[config.mk]
export PLATFORM = sky130hd
export DESIGN_NAME = ffc_top
export DESIGN_NICKNAME = d
export VERILOG_FILES = /design/src/design/ffc_pkg.sv /design/src/design/ffc_top.sv
export SDC_FILE = /design/constraint.sdc
export NUM_CORES = 1
export LEC_CHECK = 0
export ABC_AREA = 1
export BUFFER_PORTS_ARGS = -buffer_cell sky130_fd_sc_hd__buf_2
export CAP_MARGIN = 20
export CORE_UTILIZATION = 55
export CTS_CLUSTER_DIAMETER = 50
export DETAILED_ROUTE_END_ITERATION = 8
export PLACE_DENSITY = 0.76
export SYNTH_ARGS = -nofsm -noshare
export SYNTH_HDL_FRONTEND = slang
export SYNTH_SLANG_ARGS = --single-unit
[constraint.sdc]
create_clock -name clk_i -period 3.5 [get_ports clk_i]
set_input_delay 0.175 -clock clk_i [delete_from_list [all_inputs] [get_ports clk_i]]
set_output_delay 0.175 -clock clk_i [all_outputs]
set_load 0.005 [all_outputs]
[src/design/ffc_pkg.sv]
/*
  Constants, state encodings and the two number-format conversion functions of the
  floating-point format converter. Assumes a single 100 MHz clock and no software access.
*/
// Behaviour
// - Direction high: convert memory-side IEEE word to native, drive host side.
// - Direction low: convert host-side native word to IEEE, drive memory side.
// - Drive enable deasserted: both buses released, nothing driven.
// - Non-pipelined reads and writes raise access-extend so the host waits.
// - Pipeline mode keeps access-extend low always.
// - Pipeline select high means pipeline mode; board ties it low otherwise.
// - Wait-state logic and pipeline register run on the one host phase clock.
// - A converted IEEE not-a-number pulses the interrupt low for 1.5 cycles; the code rounds this up and holds it low 2 cycles.
// - Two 32-bit two-way buses, host side and memory side.
// - Reset returns all logic, pipeline and wait state included, to idle.
// - In instruction-register pause, parity output shows even parity of instruction.
// - IEEE exponent 255 is special; nonzero fraction means not-a-number.
// - IEEE zero exponent means denormal mantissa without implied one.
// - Too-small denormals go to zero, error below 2^-127.
// - IEEE is signed magnitude, biased exponent; native is two's complement.
// - Pipeline output lags input one access; host flushes with one extra access.
// - Non-pipelined mode inserts exactly one wait state per access.
// - IEEE word: sign bit 31, exponent 30..23, fraction 22..0.
// - Native word: exponent 31..24, sign bit 23, fraction 22..0.
package ffc_pkg;
  localparam int DATA_W = 32;
  localparam int IR_W = 4;
  localparam int IEEE_SIGN_BIT = 31;
  localparam int IEEE_EXP_HI = 30;
  localparam int IEEE_EXP_LO = 23;
  localparam int NAT_EXP_HI = 31;
  localparam int NAT_EXP_LO = 24;
  localparam int NAT_SIGN_BIT = 23;
  localparam int FRAC_HI = 22;
  localparam logic [7:0] IEEE_EXP_SPECIAL = 8'hff;
  localparam logic [7:0] IEEE_EXP_MAX_FINITE = 8'hfe;
  localparam logic signed [9:0] IEEE_BIAS = 10'sh07f;
  localparam logic [7:0] NAT_ZERO_EXP = 8'h80;
  localparam logic signed [9:0] NAT_EXP_MAX = 10'sh07f;
  localparam logic signed [9:0] NAT_EXP_MIN = -10'sh07f;
  localparam int NAN_PULSE_HALF_CYCLES = 3;
  localparam int NAN_PULSE_CYCLES = (NAN_PULSE_HALF_CYCLES + 1) / 2;
  localparam int WAIT_STATES = 1;
  localparam logic [IR_W-1:0] IR_CAPTURE_VAL = 4'h1;
  localparam logic [IR_W-1:0] IR_RESET_VAL = 4'hf;

  typedef enum logic [2:0] {A_IDLE = 3'b001, A_WAIT = 3'b010, A_HOLD = 3'b100} ffc_acc_e;

  typedef enum logic [15:0] {
    T_TLR = 16'h0001, T_RTI = 16'h0002, T_SDS = 16'h0004, T_CDR = 16'h0008,
    T_SDR = 16'h0010, T_E1D = 16'h0020, T_PDR = 16'h0040, T_E2D = 16'h0080,
    T_UDR = 16'h0100, T_SIS = 16'h0200, T_CIR = 16'h0400, T_SIR = 16'h0800,
    T_E1I = 16'h1000, T_PIR = 16'h2000, T_E2I = 16'h4000, T_UIR = 16'h8000
  } ffc_tap_e;

  function automatic ffc_tap_e ffc_tap_next(input ffc_tap_e st, input logic tms);
    case (st)
      T_TLR: ffc_tap_next = tms ? T_TLR : T_RTI;
      T_RTI, T_UDR, T_UIR: ffc_tap_next = tms ? T_SDS : T_RTI;
      T_SDS: ffc_tap_next = tms ? T_SIS : T_CDR;
      T_CDR, T_SDR: ffc_tap_next = tms ? T_E1D : T_SDR;
      T_E1D, T_E2D: ffc_tap_next = tms ? T_UDR : (st == T_E1D ? T_PDR : T_SDR);
      T_PDR: ffc_tap_next = tms ? T_E2D : T_PDR;
      T_SIS: ffc_tap_next = tms ? T_TLR : T_CIR;
      T_CIR, T_SIR: ffc_tap_next = tms ? T_E1I : T_SIR;
      T_E1I, T_E2I: ffc_tap_next = tms ? T_UIR : (st == T_E1I ? T_PIR : T_SIR);
      T_PIR: ffc_tap_next = tms ? T_E2I : T_PIR;
      default: ffc_tap_next = T_TLR;
    endcase
  endfunction : ffc_tap_next

  // IEEE single to native. Infinity and not-a-number saturate to the largest magnitude.
  function automatic logic [31:0] ffc_ieee_to_native(input logic [31:0] w);
    logic s;
    logic [7:0] be;
    logic [22:0] m;
    logic signed [9:0] e;
    logic signed [9:0] em1;
    logic zero;
    s = w[IEEE_SIGN_BIT];
    be = w[IEEE_EXP_HI:IEEE_EXP_LO];
    m = w[FRAC_HI:0];
    zero = 1'b0;
    e = $signed({2'b00, be}) - IEEE_BIAS;
    if (be == IEEE_EXP_SPECIAL)
    begin
      e = NAT_EXP_MAX;
      m = 23'h7fffff;
    end
    else if (be == 8'h00)
    begin
      // Only a denormal with its top fraction bit set reaches 2^-127; the rest go to zero.
      if (w[FRAC_HI])
      begin
        e = NAT_EXP_MIN;
        m = {w[21:0], 1'b0};
      end
      else
        zero = 1'b1;
    end
    em1 = e - 10'sh001;
    if (zero)
      ffc_ieee_to_native = {NAT_ZERO_EXP, 24'h000000};
    else if (!s)
      ffc_ieee_to_native = {e[7:0], 1'b0, m};
    else if (m != 23'h000000)
      ffc_ieee_to_native = {e[7:0], 1'b1, 23'(~m + 23'h000001)};
    else if (e == NAT_EXP_MIN)
      ffc_ieee_to_native = {e[7:0], 1'b1, 23'h7fffff};
    else
      ffc_ieee_to_native = {em1[7:0], 1'b1, 23'h000000};
  endfunction : ffc_ieee_to_native

  // Native to IEEE single. Values past the IEEE range saturate to the largest finite one.
  function automatic logic [31:0] ffc_native_to_ieee(input logic [31:0] w);
    logic s;
    logic [7:0] e8;
    logic [22:0] g;
    logic signed [9:0] be;
    s = w[NAT_SIGN_BIT];
    e8 = w[NAT_EXP_HI:NAT_EXP_LO];
    g = w[FRAC_HI:0];
    be = $signed({{2{e8[7]}}, e8}) + IEEE_BIAS;
    if (s && g == 23'h000000)
      be = be + 10'sh001;
    else if (s)
      g = 23'(~g + 23'h000001);
    if (e8 == NAT_ZERO_EXP)
      ffc_native_to_ieee = 32'h00000000;
    else if (be > $signed({2'b00, IEEE_EXP_MAX_FINITE}))
      ffc_native_to_ieee = {s, IEEE_EXP_MAX_FINITE, 23'h7fffff};
    else if (be <= 10'sh000)
      ffc_native_to_ieee = {s, 8'h00, 1'b1, g[22:1]};
    else
      ffc_native_to_ieee = {s, be[7:0], g};
  endfunction : ffc_native_to_ieee
endpackage : ffc_pkg

[src/design/ffc_top.sv]
/*
  Floating-point format converter: a transceiver between host and IEEE memory that
  converts each word, adds a wait state or pipelines, flags not-a-number and carries
  a small test access port. Assumes all inputs synchronous to clk_i and the host
  holding drive_en_n_i low for the whole of an access.
*/
`timescale 1ns/1ns
module ffc_top #(
  parameter int IR_LEN = ffc_pkg::IR_W
) (
  // Clock and reset
  input wire logic clk_i,
  input wire logic rst_i,
  // Access control
  input wire logic dir_i,
  input wire logic drive_en_n_i,
  input wire logic pipe_i,
  output logic access_extend_o,
  output logic invalid_number_irq_n_o,
  // Host side bus
  input wire logic [ffc_pkg::DATA_W-1:0] host_side_bus_i,
  output logic [ffc_pkg::DATA_W-1:0] host_side_bus_o,
  output logic host_side_bus_oe_o,
  // Memory side bus
  input wire logic [ffc_pkg::DATA_W-1:0] memory_side_bus_i,
  output logic [ffc_pkg::DATA_W-1:0] memory_side_bus_o,
  output logic memory_side_bus_oe_o,
  // Scan port
  input wire logic tck_i,
  input wire logic tms_i,
  input wire logic tdi_i,
  output logic tdo_o,
  output logic scan_instruction_parity_o
);
  import ffc_pkg::*;

  // Only the four-bit instruction register is built, so other lengths are refused.
  if (IR_LEN != IR_W)
  begin : g_ir_len_bad
    $error("IR_LEN must equal the package instruction width");
  end

  typedef struct packed {
    ffc_acc_e acc;
    logic extend;
    logic host_oe;
    logic mem_oe;
    logic [DATA_W-1:0] host_dat;
    logic [DATA_W-1:0] mem_dat;
    logic [DATA_W-1:0] pipe_dat;
    logic [DATA_W-1:0] pipe_src;
    logic pipe_dir;
    logic irq_n;
    logic [1:0] irq_cnt;
    ffc_tap_e tap;
    logic tck_prev;
    logic [IR_W-1:0] ir_sh;
    logic [IR_W-1:0] ir;
    logic byp;
    logic tdo;
    logic parity;
  } ffc_state_s;

  ffc_state_s q, d;
  logic [DATA_W-1:0] conv;
  logic in_nan;
  logic nan_event;
  logic access;
  logic tck_rise;
  logic tck_fall;

  always_comb
  begin
    d = q;
    access = !drive_en_n_i;
    // one converter path chosen by the direction pin.
    conv = dir_i ? ffc_ieee_to_native(memory_side_bus_i) : ffc_native_to_ieee(host_side_bus_i);
    in_nan = memory_side_bus_i[IEEE_EXP_HI:IEEE_EXP_LO] == IEEE_EXP_SPECIAL
      && memory_side_bus_i[FRAC_HI:0] != 23'h000000;
    nan_event = 1'b0;
    d.extend = 1'b0;
    d.host_oe = access && dir_i;
    d.mem_oe = access && !dir_i;
    case (q.acc)
      A_IDLE:
      begin
        if (access)
        begin
          d.acc = A_WAIT;
          d.extend = !pipe_i;
        end
      end
      A_WAIT:
      begin
        d.acc = access ? A_HOLD : A_IDLE;
        nan_event = !pipe_i && dir_i && in_nan;
      end
      A_HOLD:
      begin
        if (!access)
          d.acc = A_IDLE;
      end
      default: d.acc = A_IDLE;
    endcase
    if (pipe_i)
    begin
      // Pipeline mode shows the previous access's result; the last input seen in an
      // access is converted when the access ends, so one extra access flushes it.
      d.host_dat = q.pipe_dat;
      d.mem_dat = q.pipe_dat;
      if (access)
      begin
        d.pipe_src = dir_i ? memory_side_bus_i : host_side_bus_i;
        d.pipe_dir = dir_i;
      end
      else if (q.acc != A_IDLE)
      begin
        d.pipe_dat = q.pipe_dir ? ffc_ieee_to_native(q.pipe_src)
                                : ffc_native_to_ieee(q.pipe_src);
        nan_event = q.pipe_dir && q.pipe_src[IEEE_EXP_HI:IEEE_EXP_LO] == IEEE_EXP_SPECIAL
          && q.pipe_src[FRAC_HI:0] != 23'h000000;
      end
    end
    else
    begin
      d.host_dat = conv;
      d.mem_dat = conv;
    end
    // A fresh event during a pulse is merged into it rather than stretching it.
    if (q.irq_cnt != 2'h0)
      d.irq_cnt = q.irq_cnt - 2'h1;
    else if (nan_event)
      d.irq_cnt = 2'(NAN_PULSE_CYCLES);
    d.irq_n = !(d.irq_cnt != 2'h0);
    // Test access port advanced on rising test clock, output changed on falling edge.
    tck_rise = tck_i && !q.tck_prev;
    tck_fall = !tck_i && q.tck_prev;
    d.tck_prev = tck_i;
    if (tck_rise)
    begin
      d.tap = ffc_tap_next(q.tap, tms_i);
      case (q.tap)
        T_TLR: d.ir = IR_RESET_VAL;
        T_CIR: d.ir_sh = IR_CAPTURE_VAL;
        T_SIR: d.ir_sh = {tdi_i, q.ir_sh[IR_W-1:1]};
        T_UIR: d.ir = q.ir_sh;
        T_CDR: d.byp = 1'b0;
        T_SDR: d.byp = tdi_i;
        default: d.byp = q.byp;
      endcase
    end
    if (tck_fall)
      d.tdo = (q.tap == T_SIR) ? q.ir_sh[0] : q.byp;
    d.parity = (q.tap == T_PIR) ? ^q.ir_sh : 1'b0;
  end

  always_ff @(posedge clk_i)
  begin
    if (rst_i)
    begin
      q <= '{acc: A_IDLE, extend: 1'b0, host_oe: 1'b0, mem_oe: 1'b0,
             host_dat: 32'h00000000, mem_dat: 32'h00000000, pipe_dat: 32'h00000000,
             pipe_src: 32'h00000000, pipe_dir: 1'b0, irq_n: 1'b1, irq_cnt: 2'h0,
             tap: T_TLR, tck_prev: 1'b0, ir_sh: IR_RESET_VAL, ir: IR_RESET_VAL,
             byp: 1'b0, tdo: 1'b0, parity: 1'b0};
    end
    else
      q <= d;
  end

  assign access_extend_o = q.extend;
  assign invalid_number_irq_n_o = q.irq_n;
  assign host_side_bus_o = q.host_dat;
  assign host_side_bus_oe_o = q.host_oe;
  assign memory_side_bus_o = q.mem_dat;
  assign memory_side_bus_oe_o = q.mem_oe;
  assign tdo_o = q.tdo;
  assign scan_instruction_parity_o = q.parity;
endmodule : ffc_top

**After elaboration in Yosys (flattened, before gate mapping)**

Index checks and enable logic that the tools add are counted.

- Register bits after elaboration: 162
- Input port bits: 72
- Output and inout bits: 70
- Logic and storage cells: 191

- $add $sub $neg: 13
- $lt $le $gt $ge: 4
- Eq/ne operators: 28
- Multiplexer cells: 80
- Bitwise operators: 7
- Reduce and logical (&&, ||, !) cells: 42

Operators with widths:

| kind | count |
|---|---|
| $mux W32 | 13 |
| $mux W23 | 13 |
| $pmux W16 S10 | 1 |
| $mux W10 | 15 |
| $mux W31 | 4 |
| $add A23 B1 Y23 const B | 4 |
| $not A23 Y23 | 4 |
| $reduce_bool A23 Y1 | 4 |
| $mux W64 | 1 |
| $logic_not A23 Y1 | 2 |
| $eq A8 B8 Y1 const B | 4 |
| $add A9 B2 Y10 const B | 2 |
| $eq A10 B8 Y1 const B | 2 |
| $gt A10 B9 Y1 const B | 2 |
| $le A10 B1 Y1 const B | 2 |
| $add A8 B8 Y9 const B | 2 |
| $sub A8 B7 Y9 const B | 2 |
| $eq A16 B1 Y1 const B | 1 |
| $eq A16 B10 Y1 const B | 1 |
| $eq A16 B11 Y1 const B | 1 |
| $eq A16 B12 Y1 const B | 1 |
| $eq A16 B13 Y1 const B | 1 |
| $eq A16 B14 Y1 const B | 1 |
| $eq A16 B15 Y1 const B | 1 |
| other kinds (42) | 90 |

**Depth between registers and ports, before layout**

- Depth in word-level cells: 13
- Mapped depth: 22
- Mapped depth without buffers: 22

**Worst setup path after synthesis**

No wires, ideal clock.

- Path kind: reg2reg
- Start point: register q[56] (netlist name)
- End point: register q[69] (netlist name)
- Library setup time: 0.119 ns
- Arrival time: 2.675 ns
- Data required time: 3.381 ns
- Path slack: 0.705 ns
- Stages on the path, launching flop included: 21
- Path buffers: 1
- Period minus slack after synthesis: 2.795 ns
- Path through: dfxtp_1 inv_1 ha_1 nand2_4 nor2_4 buf_6 nand2_4 nand2_1 o211a_1 ha_1 inv_1 nor2_2 nand2_2 nor2_8 nand4_2 nor2_2 nand3_2 nand2_2 inv_2 a21oi_1 a21oi_1

- Word-level cells in the longest chain between the ends: 13
- Elaborated cells between the ends (all ways): 40
- Classes of those cells: add/sub (4); order compare (2); eq/ne (3); mux (28); bitwise (1); reduce/logical (2)

Ends and longest elaborated chain:

| element | RTL line | source |
|---|---|---|
| from (decl) | ffc_top.sv:64 | `ffc_state_s q, d;` |
| from (signal assigned) | ffc_top.sv:161 | `q <= '{acc: A_IDLE, extend: 1'b0, host_oe: 1'b0, mem_oe: 1'b0,` |
| parallel branches: the longest is 12 deep, another holds $add A9 B2 Y10 | - |  |
| $mux W32 (*) | ffc_top.sv:118 | `d.pipe_dat = q.pipe_dir ? ffc_ieee_to_native(q.pipe_src)` |

Mark *: on every way between the ends. The select of a mux whose other input is x is not followed.
A chain may end at the register's enable or synchronous reset.

**Worst setup path in the final report**

- Start point: register q[54] (netlist name)
- End point: register q[88] (netlist name)

- Word-level cells in the longest chain between the ends: 12
- Elaborated cells between the ends (all ways): 37
- Classes of those cells: add/sub (1); order compare (2); eq/ne (1); mux (30); reduce/logical (3)

Ends and longest elaborated chain:

| element | RTL line | source |
|---|---|---|
| $mux W10 | ffc_pkg.sv:93 | `if (w[FRAC_HI])` |
| $mux W10 | ffc_pkg.sv:90 | `else if (be == 8'h00)` |
| $mux W10 | ffc_pkg.sv:85 | `if (be == IEEE_EXP_SPECIAL)` |
| $mux W10 | ffc_top.sv:116 | `else if (q.acc != A_IDLE)` |
| $mux W10 | ffc_top.sv:111 | `if (access)` |
| $mux W10 | ffc_top.sv:105 | `if (pipe_i)` |
| $sub A8 B2 Y8 or $eq A10 B8 Y1 (tied branches) | ffc_pkg.sv:101, ffc_pkg.sv:108 |  |
| $mux W32 | ffc_pkg.sv:108 | `else if (e == NAT_EXP_MIN)` |
| $mux W32 | ffc_pkg.sv:106 | `else if (m != 23'h000000)` |
| $mux W32 | ffc_pkg.sv:104 | `else if (!s)` |
| $mux W32 | ffc_pkg.sv:102 | `if (zero)` |
| $mux W32 (*) | ffc_top.sv:118 |  |

Every way passes the cells marked *; elsewhere a longest branch is shown, timed or not. The select of a mux whose other input is x is not followed.

==> out/qor.csv <==
metric;value;unit
cts_tree;done;
yosys.area_share.adder;0.0151;
placed_cells;2820;
synth_top_area_cell;dfxtp_1;
crit_path_end_kind;register;
fin_crit;3.23;ns
ys.flop_type;dfxtp_1;
slowest_delay;0.47;ns
die_h;162;um
cts_resized;0;
synth_xor_area_frac;0.0461;
antenna_found_initial;1;
yosysTopAreaCellShare;0.185;
cts.reportedPaths.clkPinSlew;0.07;ns
ant_nets;0;
hp-class;in2reg;
num_rows;58;
maxSlewViolCount;0;
num_vias;16600;
io_buffers;141;
critPathLaunchType;register;
drt_iter0_drc;2200;
power;5.30;mW
synth_edf_count;0;
setup_viol;0;
placed_cell_area;14500;sq um
syn-num-nets;2562;
grt_max_degree;60;
coreArea;25100;sq um
arrival;3.56;ns
cp.required;3.83;ns
synth.area.top_cells;dfxtp_1, nand2_1, nand3_1;
layoutNonFillerInstCount;2854;
worst_slew_pin_slew;1.02;ns
worstPathCellList;buf_12 -> inv_1 -> nand3_1 -> nor2_2 -> nand4_1 -> o21ai_1 -> nand2_1 -> nor2_2 -> nand3_4 -> nand2_4 -> o21ai_0 -> a21oi_1 -> buf_4 -> nor2_1;
p_per_area;352;nW/um^2
finalCritPeriodShare;0.924;
yosysUniqueCellTypes;56;
cts_buffers;17;
preCtsSetupSlack;0.206;ns
violations;DRC;
wirelength;53300;um
synth.most_common_cell;nand2_1;
grt_pass1_wl;81200;um
yosys.area_share.simple;0.461;
dieArea;26200;sq um
ys_ff_latch;130;
syn_inst;2473;
postCtsHoldBufs;1;
postCtsSetupBuffers;0;
hold_viol_final;0;
final.setup_skew;0.0230;ns
critPathKind;reg2reg;
clk_latency;0.44;ns
worst_slack;0.268;ns
syn_area_per_cell;5.69;sq um
timing.slew.headroom;0.321;
status;complete, but fails checks;
grt.total_usage;0.401;
start_util;0.560;
p_leak;7.73;nW
yosys-top-cells-count;nand2_1, nor2_1, inv_1;
grt-ovfl-total;0;
maxCapViolCount;0;
drive_gt1_frac;0.145;
synthMuxAreaShare;0;
cp_max_fo;34;
synth-async-reset-ratio;0;
cts-htree-levels;4;
final.setup.tns;0;ns
ys_seq_area_frac;0.185;
syn-cell-area;14100;sq um
drc;1;
drt-wirelength-per-cell;18.7;um
path_common_cell;nor2_2;
nNetsFinal;2599;
synth-compound-area-share;0.140;
dr.pass1.iters;9;
cts_sinks;130;
first_global_vias;14600;
syn2layout_area_growth;7.25;%
viasPerCell;5.81;
cp_slowest_cell;dfxtp_1;
gp_congestion;1.09;
clockBufferDepth;2;
fillers;2624;
io-pin-count;142;
vdd_drop_max;0.242;mV
rsz0062_at_grt;no;
final_cell_area;15100;sq um
synth_top_family_by_area;simple AND/OR/NAND/NOR gates;
die_w;162;um
fmax;309;MHz
dp_hpwl;42700;um
cts_root_buffer;clkbuf_16;
ys_warn_count;0;
## layer usage
metal | track usage | share of wire | vias to the layer above
met1 | 0.537 | 0.42 | 7571
li1 | - | - | 7939
met5 | 0 | 0 | -
met3 | 0.0695 | 0.10 | 137
met4 | 0.133 | 0.034 | 0
met2 | 0.648 | 0.45 | 939
## stage by stage
stage,util,hold WS (ns)
detailed placement,0.577,0.431
global route,0.601,0.0263
finish,0.601,0.0393
floorplan,-,0.311
CTS,0.601,0.0315
global placement,0.577,0.417
## flip-flops by register name, indices dropped and copies added, names as in the netlist
name                       count
access_extend_o                1
host_side_bus_o               32
host_side_bus_oe_o             1
invalid_number_irq_n_o         1
memory_side_bus_oe_o           1
q                             92
scan_instruction_parity_o      1
tdo_o                          1
## logic make-up after synthesis
kind of cell	after synthesis
adder cells (fa/ha/maj)	17
AO/OA/AOI/OAI	373
AND/OR/NAND/NOR	1425
buffers and inverters	454
flip-flops	130
XOR/XNOR	74
## critical path, delay by kind of cell, from the launching register on
kind / cells / cell delay (ns)
and+or+nand+nor: 8 / 1.35
buffers and inverters: 3 / 0.53
DFF: 1 / 0.47
AOI/OAI and AO/OA: 3 / 0.76
## worst paths after layout
path | slack [ns] | cells after the start | from | endpoint
min reg2reg | 0.46 | 2 | q[29] | q[28]
max reg2reg | 0.27 | 14 | q[54] | q[88]
min | 0.04 | 3 | tdi_i | q[10]
max | 0.27 | 14 | q[54] | q[88]
## report_power, final
group          switching [mW]  total [mW]  internal, mW
Combinational            1.28        1.86         0.581
Clock                   0.859        1.81         0.955
Sequential             0.0792        1.63          1.55
Total                    2.22        5.30          3.09
## cell type report
type | count | area (sq um) | area share
Multi-Input combinational cell | 1889 | 9320 | 0.618
Tap cell | 330 | 413 | 0.0274
Antenna cell | 1 | 2.50 | 0.000166
Timing Repair Buffer | 192 | 1120 | 0.0740
Sequential cell | 130 | 2600 | 0.172
Clock buffer | 17 | 425 | 0.0282
Clock inverter | 15 | 153 | 0.0101
Inverter | 280 | 1050 | 0.0698
## cell usage in the layout, fill, tap and decap left out, drive strengths merged, types with 41 or more instances in the layout
cell type / netlist / routed
xor2: 64 / 64
nand2: 723 / 723
o21ai: 188 / 188
nor2: 321 / 321
nand3: 280 / 280
a21oi: 161 / 161
buf: 126 / 191
dfxtp: 130 / 130
nand4: 41 / 41
inv: 277 / 288
No activity file was read; power rests on OpenSTA's default activity.
